--- src/dcws_pkg.sv ---
// constants, state codes and the matched-latency delay line of the dds clock and word select core
package dcws_pkg;
  localparam int          ADDR_W      = 8;
  localparam int          ACC_W       = 32;
  localparam int          POW_W       = 14;
  localparam int          COS_ADDR_W  = 19;
  localparam int          POW_DELAY   = 2;
  localparam int          PROF_NUM    = 4;
  // register byte offsets
  localparam logic [7:0]  OFS_ONE     = 8'h00;
  localparam logic [7:0]  OFS_TWO     = 8'h04;
  localparam logic [7:0]  OFS_FTW     = 8'h08;
  localparam logic [7:0]  OFS_POW     = 8'h0c;
  localparam logic [7:0]  OFS_RISE    = 8'h10;
  localparam logic [7:0]  OFS_FALL    = 8'h14;
  localparam logic [7:0]  OFS_RATE    = 8'h18;
  localparam logic [7:0]  OFS_TERM    = 8'h1c;
  localparam logic [7:0]  OFS_COMMIT  = 8'h20;
  localparam logic [7:0]  OFS_STATUS  = 8'h24;
  localparam logic [3:0]  OFS_PROF_HI = 4'h3;
  // control_function_word_one fields
  localparam int          B_NODWELL   = 2;
  localparam int          B_CLKDIS    = 4;
  localparam int          B_CMPPD     = 6;
  localparam int          B_CLRPH     = 10;
  localparam int          B_SWEEP     = 21;
  localparam int          B_RAMDST    = 30;
  localparam int          B_RAMEN     = 31;
  // control_function_word_two fields
  localparam int          B_VCO       = 2;
  localparam int          MULT_LSB    = 3;
  localparam int          MULT_MSB    = 7;
  localparam logic [4:0]  MULT_MIN    = 5'h04;
  localparam logic [4:0]  MULT_MAX    = 5'h14;
  localparam logic [4:0]  MULT_UNITY  = 5'h01;
  // ramp rate fields
  localparam int          RATE_RISE_LSB = 0;
  localparam int          RATE_FALL_LSB = 8;
  // reset values and bus response codes
  localparam logic [31:0] ONE_ACT_RST = 32'h0000_0400;
  localparam logic [31:0] ONE_BUF_RST = 32'h0000_0000;
  localparam logic [31:0] WORD_RST    = 32'h0000_0000;
  localparam logic [1:0]  RESP_OKAY   = 2'b00;
  localparam logic [1:0]  RESP_SLVERR = 2'b10;

  typedef enum logic [2:0] {
    BUS_IDLE  = 3'b001,
    BUS_WRESP = 3'b010,
    BUS_RRESP = 3'b100
  } dcws_bus_state_type;
endpackage

module dcws_delay #(
  parameter int W = 14,
  parameter int N = 2
) (
  input  wire logic         aclk,
  input  wire logic         aresetn,
  input  wire logic [W-1:0] din,
  output logic      [W-1:0] dout
);
  typedef struct packed {
    logic [N-1:0][W-1:0] stage;
  } dcws_dly_state_type;

  dcws_dly_state_type q;
  dcws_dly_state_type d;

  always_comb begin
    d = q;
    d.stage[0] = din;
    for (int i = 1; i < N; i++) begin
      d.stage[i] = q.stage[i-1];
    end
  end

  always_ff @(posedge aclk) begin
    if (!aresetn) begin
      q <= '0;
    end else begin
      q <= d;
    end
  end

  assign dout = q.stage[N-1];
endmodule

--- src/dcws_core.sv ---
// dds core: clock mode decode, buffered control words, sweep and phase datapath
//
// Design decisions made here: register access over AXI4-Lite and the register addresses.
module dcws_core (
  input  wire logic        aclk,
  input  wire logic        aresetn,
  input  wire logic [7:0]  s_axi_awaddr,
  input  wire logic        s_axi_awvalid,
  output logic             s_axi_awready,
  input  wire logic [31:0] s_axi_wdata,
  input  wire logic [3:0]  s_axi_wstrb,
  input  wire logic        s_axi_wvalid,
  output logic             s_axi_wready,
  output logic [1:0]       s_axi_bresp,
  output logic             s_axi_bvalid,
  input  wire logic        s_axi_bready,
  input  wire logic [7:0]  s_axi_araddr,
  input  wire logic        s_axi_arvalid,
  output logic             s_axi_arready,
  output logic [31:0]      s_axi_rdata,
  output logic [1:0]       s_axi_rresp,
  output logic             s_axi_rvalid,
  input  wire logic        s_axi_rready,
  input  wire logic        crystal_osc_select_pin,
  input  wire logic        profile_sel_bit0,
  input  wire logic        profile_sel_bit1,
  output logic             osc_enable,
  output logic             crystal_out_enable,
  output logic             pll_enable,
  output logic [4:0]       pll_mult,
  output logic             system_clock_stop,
  output logic             vco_range_sel,
  output logic             comparator_pd,
  output logic             sweep_active,
  output logic [18:0]      cos_addr
);
  typedef struct packed {
    dcws_pkg::dcws_bus_state_type bus;
    logic [31:0]                  rdata;
    logic [1:0]                   resp;
    logic [31:0]                  buf_one;
    logic [31:0]                  buf_two;
    logic [31:0]                  buf_ftw;
    logic [13:0]                  buf_pow;
    logic [31:0]                  buf_rise;
    logic [31:0]                  buf_fall;
    logic [15:0]                  buf_rate;
    logic [31:0]                  buf_term;
    logic [31:0]                  act_one;
    logic [31:0]                  act_two;
    logic [31:0]                  act_ftw;
    logic [13:0]                  act_pow;
    logic [31:0]                  act_rise;
    logic [31:0]                  act_fall;
    logic [15:0]                  act_rate;
    logic [31:0]                  act_term;
    logic [3:0][31:0]             prof;
    logic [2:0]                   pin_s1;
    logic [2:0]                   pin_s2;
    logic [1:0]                   prof_prev;
    logic [31:0]                  sweep_acc;
    logic [7:0]                   ramp_cnt;
    logic [31:0]                  ftw_sel;
    logic [31:0]                  phase_acc;
    logic [18:0]                  cos_addr;
  } dcws_core_state_type;

  dcws_core_state_type q;
  dcws_core_state_type d;
  logic                wr_go;
  logic                rd_go;
  logic                commit;
  logic                prof_change;
  logic [1:0]          prof_idx;
  logic [4:0]          mult_field;
  logic                mult_in_range;
  logic                ram_en;
  logic                ram_dst_phase;
  logic                sweep_en;
  logic [13:0]         pow_sel;
  logic [13:0]         pow_dly;
  logic [31:0]         phase_sum;
  logic [31:0]         pow_merged;
  logic [31:0]         rate_merged;

  function automatic logic [31:0] merge(input logic [31:0] old,
                                        input logic [31:0] data,
                                        input logic [3:0]  strb);
    logic [31:0] r;
    r = old;
    for (int i = 0; i < 4; i++) begin
      if (strb[i]) begin
        r[i*8 +: 8] = data[i*8 +: 8];
      end
    end
    return r;
  endfunction

  // writes need both channels present; a pending write wins over a read
  assign wr_go         = (q.bus == dcws_pkg::BUS_IDLE) && s_axi_awvalid && s_axi_wvalid;
  assign rd_go         = (q.bus == dcws_pkg::BUS_IDLE) && s_axi_arvalid && !wr_go;
  assign s_axi_awready = wr_go;
  assign s_axi_wready  = wr_go;
  assign s_axi_arready = rd_go;
  assign s_axi_bvalid  = (q.bus == dcws_pkg::BUS_WRESP);
  assign s_axi_rvalid  = (q.bus == dcws_pkg::BUS_RRESP);
  assign s_axi_bresp   = q.resp;
  assign s_axi_rresp   = q.resp;
  assign s_axi_rdata   = q.rdata;
  assign pow_merged    = merge({18'h0_0000, q.buf_pow}, s_axi_wdata, s_axi_wstrb);
  assign rate_merged   = merge({16'h0000, q.buf_rate}, s_axi_wdata, s_axi_wstrb);

  assign prof_idx      = q.pin_s2[1:0];
  assign prof_change   = (q.pin_s2[1:0] != q.prof_prev);
  assign commit        = (wr_go && (s_axi_awaddr == dcws_pkg::OFS_COMMIT)) || prof_change;
  assign mult_field    = q.act_two[dcws_pkg::MULT_MSB:dcws_pkg::MULT_LSB];
  assign mult_in_range = (mult_field >= dcws_pkg::MULT_MIN) &&
                         (mult_field <= dcws_pkg::MULT_MAX);
  assign ram_en        = q.act_one[dcws_pkg::B_RAMEN];
  assign ram_dst_phase = q.act_one[dcws_pkg::B_RAMDST];
  assign sweep_en      = q.act_one[dcws_pkg::B_SWEEP];

  // clock mode: pll follows the multiplier only, clock disable raises system_clock_stop and gates both oscillator enables
  assign pll_enable         = mult_in_range;
  assign pll_mult           = mult_in_range ? mult_field : dcws_pkg::MULT_UNITY;
  assign system_clock_stop        = q.act_one[dcws_pkg::B_CLKDIS];
  assign osc_enable         = q.pin_s2[2] && !q.act_one[dcws_pkg::B_CLKDIS];
  assign crystal_out_enable = osc_enable;
  assign vco_range_sel      = q.act_two[dcws_pkg::B_VCO];
  assign comparator_pd      = q.act_one[dcws_pkg::B_CMPPD];
  assign sweep_active       = sweep_en;
  assign cos_addr           = q.cos_addr;

  // offset source, then delayed so it lines up with the registered tuning word
  assign pow_sel = (ram_en && ram_dst_phase) ? q.prof[prof_idx][31:18] : q.act_pow;

  dcws_delay #(
    .W (dcws_pkg::POW_W),
    .N (dcws_pkg::POW_DELAY)
  ) u_pow_delay (
    .aclk    (aclk),
    .aresetn (aresetn),
    .din     (pow_sel),
    .dout    (pow_dly)
  );

  // offset weight is pow/2^14 of a turn, so it aligns to the accumulator msbs
  assign phase_sum = q.phase_acc + {pow_dly, 18'h0_0000};

  always_comb begin
    logic [32:0] step;
    step = 33'h0_0000_0000;
    d = q;
    // register bus
    unique case (q.bus)
      dcws_pkg::BUS_IDLE: begin
        if (wr_go) begin
          d.bus  = dcws_pkg::BUS_WRESP;
          d.resp = dcws_pkg::RESP_OKAY;
          if (s_axi_awaddr[7:4] == dcws_pkg::OFS_PROF_HI) begin
            d.prof[s_axi_awaddr[3:2]] = merge(q.prof[s_axi_awaddr[3:2]], s_axi_wdata,
                                              s_axi_wstrb);
          end else begin
            unique case (s_axi_awaddr)
              dcws_pkg::OFS_ONE:    d.buf_one  = merge(q.buf_one, s_axi_wdata, s_axi_wstrb);
              dcws_pkg::OFS_TWO:    d.buf_two  = merge(q.buf_two, s_axi_wdata, s_axi_wstrb);
              dcws_pkg::OFS_FTW:    d.buf_ftw  = merge(q.buf_ftw, s_axi_wdata, s_axi_wstrb);
              dcws_pkg::OFS_POW:    d.buf_pow  = pow_merged[13:0];
              dcws_pkg::OFS_RISE:   d.buf_rise = merge(q.buf_rise, s_axi_wdata, s_axi_wstrb);
              dcws_pkg::OFS_FALL:   d.buf_fall = merge(q.buf_fall, s_axi_wdata, s_axi_wstrb);
              dcws_pkg::OFS_RATE:   d.buf_rate = rate_merged[15:0];
              dcws_pkg::OFS_TERM:   d.buf_term = merge(q.buf_term, s_axi_wdata, s_axi_wstrb);
              dcws_pkg::OFS_COMMIT: d.resp     = dcws_pkg::RESP_OKAY;
              default:              d.resp     = dcws_pkg::RESP_SLVERR;
            endcase
          end
        end else if (rd_go) begin
          d.bus  = dcws_pkg::BUS_RRESP;
          d.resp = dcws_pkg::RESP_OKAY;
          if (s_axi_araddr[7:4] == dcws_pkg::OFS_PROF_HI) begin
            d.rdata = q.prof[s_axi_araddr[3:2]];
          end else begin
            unique case (s_axi_araddr)
              dcws_pkg::OFS_ONE:    d.rdata = q.buf_one;
              dcws_pkg::OFS_TWO:    d.rdata = q.buf_two;
              dcws_pkg::OFS_FTW:    d.rdata = q.buf_ftw;
              dcws_pkg::OFS_POW:    d.rdata = {18'h0_0000, q.buf_pow};
              dcws_pkg::OFS_RISE:   d.rdata = q.buf_rise;
              dcws_pkg::OFS_FALL:   d.rdata = q.buf_fall;
              dcws_pkg::OFS_RATE:   d.rdata = {16'h0000, q.buf_rate};
              dcws_pkg::OFS_TERM:   d.rdata = q.buf_term;
              dcws_pkg::OFS_COMMIT: d.rdata = 32'h0000_0000;
              dcws_pkg::OFS_STATUS: d.rdata = {q.phase_acc[31:16], 8'h00, prof_idx,
                                               q.act_one[dcws_pkg::B_CLRPH], sweep_en,
                                               osc_enable, system_clock_stop, pll_enable,
                                               q.pin_s2[2]};
              default: begin
                d.rdata = 32'h0000_0000;
                d.resp  = dcws_pkg::RESP_SLVERR;
              end
            endcase
          end
        end
      end
      dcws_pkg::BUS_WRESP: begin
        if (s_axi_bready) begin
          d.bus = dcws_pkg::BUS_IDLE;
        end
      end
      dcws_pkg::BUS_RRESP: begin
        if (s_axi_rready) begin
          d.bus = dcws_pkg::BUS_IDLE;
        end
      end
      default: d.bus = dcws_pkg::BUS_IDLE;
    endcase

    // pins: two flops before use, a third stage only for change detection
    d.pin_s1    = {crystal_osc_select_pin, profile_sel_bit1, profile_sel_bit0};
    d.pin_s2    = q.pin_s1;
    d.prof_prev = q.pin_s2[1:0];

    // commit moves every buffered word at once; a write in the same cycle is not included
    if (commit) begin
      d.act_one  = q.buf_one;
      d.act_two  = q.buf_two;
      d.act_ftw  = q.buf_ftw;
      d.act_pow  = q.buf_pow;
      d.act_rise = q.buf_rise;
      d.act_fall = q.buf_fall;
      d.act_rate = q.buf_rate;
      d.act_term = q.buf_term;
    end

    // linear sweep: act_ftw is the start word, act_term the terminal word, bit0 the direction
    if (!sweep_en || commit) begin
      d.sweep_acc = d.act_ftw;
      d.ramp_cnt  = d.act_rate[dcws_pkg::RATE_RISE_LSB +: 8];
    end else if (q.ramp_cnt != 8'h00) begin
      d.ramp_cnt = q.ramp_cnt - 8'h01;
    end else if (prof_idx[0]) begin
      d.ramp_cnt = q.act_rate[dcws_pkg::RATE_RISE_LSB +: 8];
      step       = {1'b0, q.sweep_acc} + {1'b0, q.act_rise};
      if (q.sweep_acc == q.act_term) begin
        // no-dwell snaps back to start, otherwise the sweep parks on terminal
        if (q.act_one[dcws_pkg::B_NODWELL]) begin
          d.sweep_acc = q.act_ftw;
        end
      end else if (step >= {1'b0, q.act_term}) begin
        d.sweep_acc = q.act_term;
      end else begin
        d.sweep_acc = step[31:0];
      end
    end else begin
      d.ramp_cnt = q.act_rate[dcws_pkg::RATE_FALL_LSB +: 8];
      step       = {1'b0, q.sweep_acc} - {1'b0, q.act_fall};
      if (step[32] || (step[31:0] <= q.act_ftw)) begin
        d.sweep_acc = q.act_ftw;
      end else begin
        d.sweep_acc = step[31:0];
      end
    end

    // tuning word source
    if (ram_en && !ram_dst_phase) begin
      d.ftw_sel = q.prof[prof_idx];
    end else if (sweep_en) begin
      d.ftw_sel = q.sweep_acc;
    end else begin
      d.ftw_sel = q.act_ftw;
    end

    // phase accumulator wraps by width; a zero word simply holds phase
    if (q.act_one[dcws_pkg::B_CLRPH]) begin
      d.phase_acc = 32'h0000_0000;
    end else begin
      d.phase_acc = q.phase_acc + q.ftw_sel;
    end
    d.cos_addr = phase_sum[31:13];
  end

  always_ff @(posedge aclk) begin
    if (!aresetn) begin
      q         <= '0;
      q.bus     <= dcws_pkg::BUS_IDLE;
      q.buf_one <= dcws_pkg::ONE_BUF_RST;
      q.act_one <= dcws_pkg::ONE_ACT_RST;
      q.buf_two <= dcws_pkg::WORD_RST;
      q.act_two <= dcws_pkg::WORD_RST;
    end else begin
      q <= d;
    end
  end
endmodule

--- config.mk ---
export PLATFORM = sky130hd
export DESIGN_NAME = dcws_core
export DESIGN_NICKNAME = d
export VERILOG_FILES = /design/src/dcws_pkg.sv /design/src/dcws_core.sv
export SDC_FILE = /design/constraint.sdc
export NUM_CORES = 2
export LEC_CHECK = 0
export BUFFER_PORTS_ARGS = -buffer_cell sky130_fd_sc_hd__buf_4
export CORE_ASPECT_RATIO = 0.8
export CORE_MARGIN = 4
export CORE_UTILIZATION = 65
export CTS_CLUSTER_DIAMETER = 100
export CTS_CLUSTER_SIZE = 28
export DETAILED_ROUTE_END_ITERATION = 12
export GPL_TIMING_DRIVEN = 1
export PLACE_DENSITY = 0.83
export SYNTH_ARGS = -nofsm -noshare
export SYNTH_HDL_FRONTEND = slang
export SYNTH_SLANG_ARGS = --single-unit
--- constraint.sdc ---
create_clock -name aclk -period 7.4 [get_ports aclk]
set_input_delay 0.74 -clock aclk [delete_from_list [all_inputs] [get_ports aclk]]
set_output_delay 0.74 -clock aclk [all_outputs]
set_load 0.1 [all_outputs]
==> impl_metrics.csv <==
group,metric,value,unit
sta,hold_viol_final,0,
yosys,ys_ff_latch,716,
pwr,comb_power_share,19.4,%
yosys,postSynthCellCount,4331,
yosys,synth-main-ff-cell,"dfxtp_1",
placed_design,dp_cells,4930,
pwr,clkPwrFrac,26.7,%
grt,grt_pass1_wl,185,mm
yosys,synthDistinctLibCells,91,
drt,ant_nets,0,
clock_network,cts_root_buffer,"clkbuf_16",
clock_network,cts_resized,0,
yosys,ys_seq_area_share,37.9,%
run,maxCapViolations,0,
cells_and_area,syn_to_final_growth,4.46,%
drt,vias,33700,
clock_network,ctsHoldBuffers,0,
clock_network,cts.sinks,716,
yosys,synthArstFlopShare,0,%
setup_path,crit_fanout,27,
pwr,seqPwrFrac,53.9,%
clock_network,cts_setup_buffers,0,
setup_path,ff2ff_setup_slack,1.02,ns
grt,grt_pass1_vias,31000,
sta,rsz0062_at_grt,"false",
sta,tns,0,ns
cells_and_area,seqCellArea,14300,um^2
pwr,p_leak,14.8,nW
pwr,power_density,185,nW/um^2
setup_path,startpoint_type,"register",
yosys,synth_area_leader_cell,"dfxtp_1",
sta,hold_slack,0.320,ns
placed_design,place_congestion,1.10,
yosys,netlist_top_cells_count,"dfxtp_1 (716), nor2_1 (560), nand2_1 (545)",
setup_path,cp.required,7.94,ns
min_path,whs_path_depth,2,
sta,relSlewSlack,13.8,%
sta,setup_slack,1.02,ns
yosys,yosys_warnings,0,
yosys,synth_most_common_cell,"dfxtp_1",
drt,drtIter0Drc,5243,
clock_network,clockBufferDepth,3,
yosys,syn_area,37800,um^2
setup_path,worstSetupPathType,"reg -> reg",
floorplan,die_area,62100,um^2
grt,grt_overflow,0,
sta,fin_crit_sh,86.2,%
sta,min_period,6.38,ns
floorplan,rows,78,
pwr,p_switching,0.00225,W
clock_network,cts_buffers,29,
cells_and_area,nFillCells,4582,
grt,antenna_found_initial,5,
floorplan,initial_utilization,66.2,%
cells_and_area,stdcell_area,39500,um^2
min_path,hold_class,"in -> reg",
placed_design,place_area,38700,um^2
sta,setup_viol,0,
grt,grt_use_met1,51.6,%
clock_network,cts_tree,"built",
placed_design,port_buffers,131,
yosys,synthTopCellsByArea,"dfxtp_1 (38%), mux2i_1 (7.3%), ha_1 (5.7%)",
drt,viasPerCell,6.80,
sta,fmax,0.157,GHz
drt,wl_per_cell,25.2,um
yosys,synth_area_per_cell,8.73,um^2
grt,grt_use_met3,8.20,%
drt,first_pass_iters,7,
setup_path,cp.arrival,6.92,ns
grt,busiest_layer,"met2",
clock_network,htreeDepth,1,
sta,worst_pin_slew,1.29,ns
drt,wirelength,125,mm
cells_and_area,fin_nets,4440,
setup_path,r2r_cells,20,
placed_design,dp_hpwl,89.6,mm
floorplan,die_y,224,um
floorplan,core_area,57100,um^2
floorplan,die_x,278,um
outcome,outcome,"finished clean",
setup_path,end_kind,"register",
clock_network,clk_pin_slew,0.11,ns
yosys,yosysTopAreaCellShare,37.9,%
sta,finalClockSkew,0.0259,ns
yosys,synth_edf_count,0,
grt,grt_max_degree,246,
pwr,p_sw_share,30.8,%
cells_and_area,multi_input_area,21600,um^2
placed_design,post-place-ws,1.31,ns
pwr,ir_worst_vdd,266,uV
pwr,p_int,0.00505,W
floorplan,ioPinCount,134,
grt,met2_usage,57.4,%
sta,finalMaxSlewViolations,0,
cells_and_area,final-instance-count-excl-fill,4964,
drt,drc,0,
cells_and_area,drive_gt1_share,8.66,%
clock_network,worst_skew_pair.late_latency,0.64,ns
grt,grt_usage,38.2,%
stage by stage:
| stage | total power, W | utilization (%) |
|---|---|---|
| after floorplan | 0.00502 | - |
| after global placement | 0.00538 | 67.8 |
| after detailed placement | 0.00539 | 67.8 |
| after CTS | 0.00724 | 69.1 |
| after global routing | 0.00751 | 69.1 |
| final | 0.00731 | 69.2 |
cells by family after synthesis:
logic type / count (synthesis) / share of synthesized area (%)
other: 1 / 0.00992
muxes: 395 / 13.7
and+or+nand+nor: 1410 / 16.0
buffers and inverters: 465 / 5.25
xor gates and xnor gates: 119 / 2.76
DFF: 716 / 37.9
adders and majority gates: 177 / 5.94
AOI/OAI and AO/OA: 1048 / 18.4
metal layers:
layer,wire length (um),vias to the layer above
met2,53100,2235
met1,48500,16000
met4,8570,2
met3,15000,416
li1,-,15100
met5,11,-
state kept, by name, indices dropped and copies added, names as in the netlist:
signal             cells
system_clock_stop      1
s_axi_rdata           32
s_axi_bresp            1
d                      5
sweep_active           1
vco_range_sel          1
comparator_pd          1
u_pow_delay.d         14
cos_addr              19
mult_field             5
u_pow_delay.dout      14
q                    622
path summary, 6_finish.rpt:
path	endpoint	start
min	d[126]	profile_sel_bit1
min reg2reg	u_pow_delay.dout[10]	u_pow_delay.d[24]
max reg2reg	q[93]	q[92]
max	q[93]	q[92]
critical path, stage by stage, from the launching register on:
cell and delay [ns]:
dfxtp_1 0.59, ha_1 0.32, a211oi_1 0.28, o21ai_0 0.28, o311ai_0 0.87, a21boi_0 0.39, o211ai_1 0.36, nand3b_1 0.13
xor2_1 0.17, ha_1 0.30, nand4_1 0.16, o21ai_0 0.30, a211oi_1 0.12, o21ai_0 0.21, a41oi_1 0.15, nor2_1 0.11
a211o_1 0.43, buf_4 0.44, mux2i_1 0.26, o221ai_1 0.16, and3_1 0.22
power groups by stage:
stage	clock network [W]	logic [W]	registers, W
detailed placement	0	0.00136	0.00402
floorplan	0	0.00102	0.00400
global route	0.00206	0.00151	0.00394
global placement	0	0.00136	0.00402
finish	0.00195	0.00142	0.00394
CTS	0.00194	0.00137	0.00394
cell usage in the layout, fill, tap and decap left out, types with 16 or more instances in the layout:
master       n
a211oi_1   169
a21o_1      39
a21oi_1    355
a221oi_1    44
a222oi_1    30
a22o_1      22
a22oi_1     42
a311oi_1    40
a31oi_1     44
and2_1      45
and3_1      26
buf_4      168
clkbuf_16   29
dfxtp_1    713
ha_1       173
inv_1      130
mux2i_1    277
mux4_2      96
nand2_1    545
nand2b_1    47
nand3_1     28
nand4_1     32
nor2_1     553
nor2b_1     21
nor3_1      36
o211ai_1    22
o21a_1      16
o21ai_0    119
xnor2_1     80
xor2_1      39
layout make-up:
| class | instances | area share [%] |
|---|---|---|
| tap | 760 | 2.41 |
| sequential | 716 | 36.3 |
| antenna | 1 | 0.00634 |
| clock buffer | 32 | 1.92 |
| clock inverter | 1 | 0.0222 |
| timing repair buffer | 171 | 3.35 |
| inverter | 132 | 1.27 |
| multi-input combinational | 3151 | 54.7 |
Power figures use the tool's default switching activity.
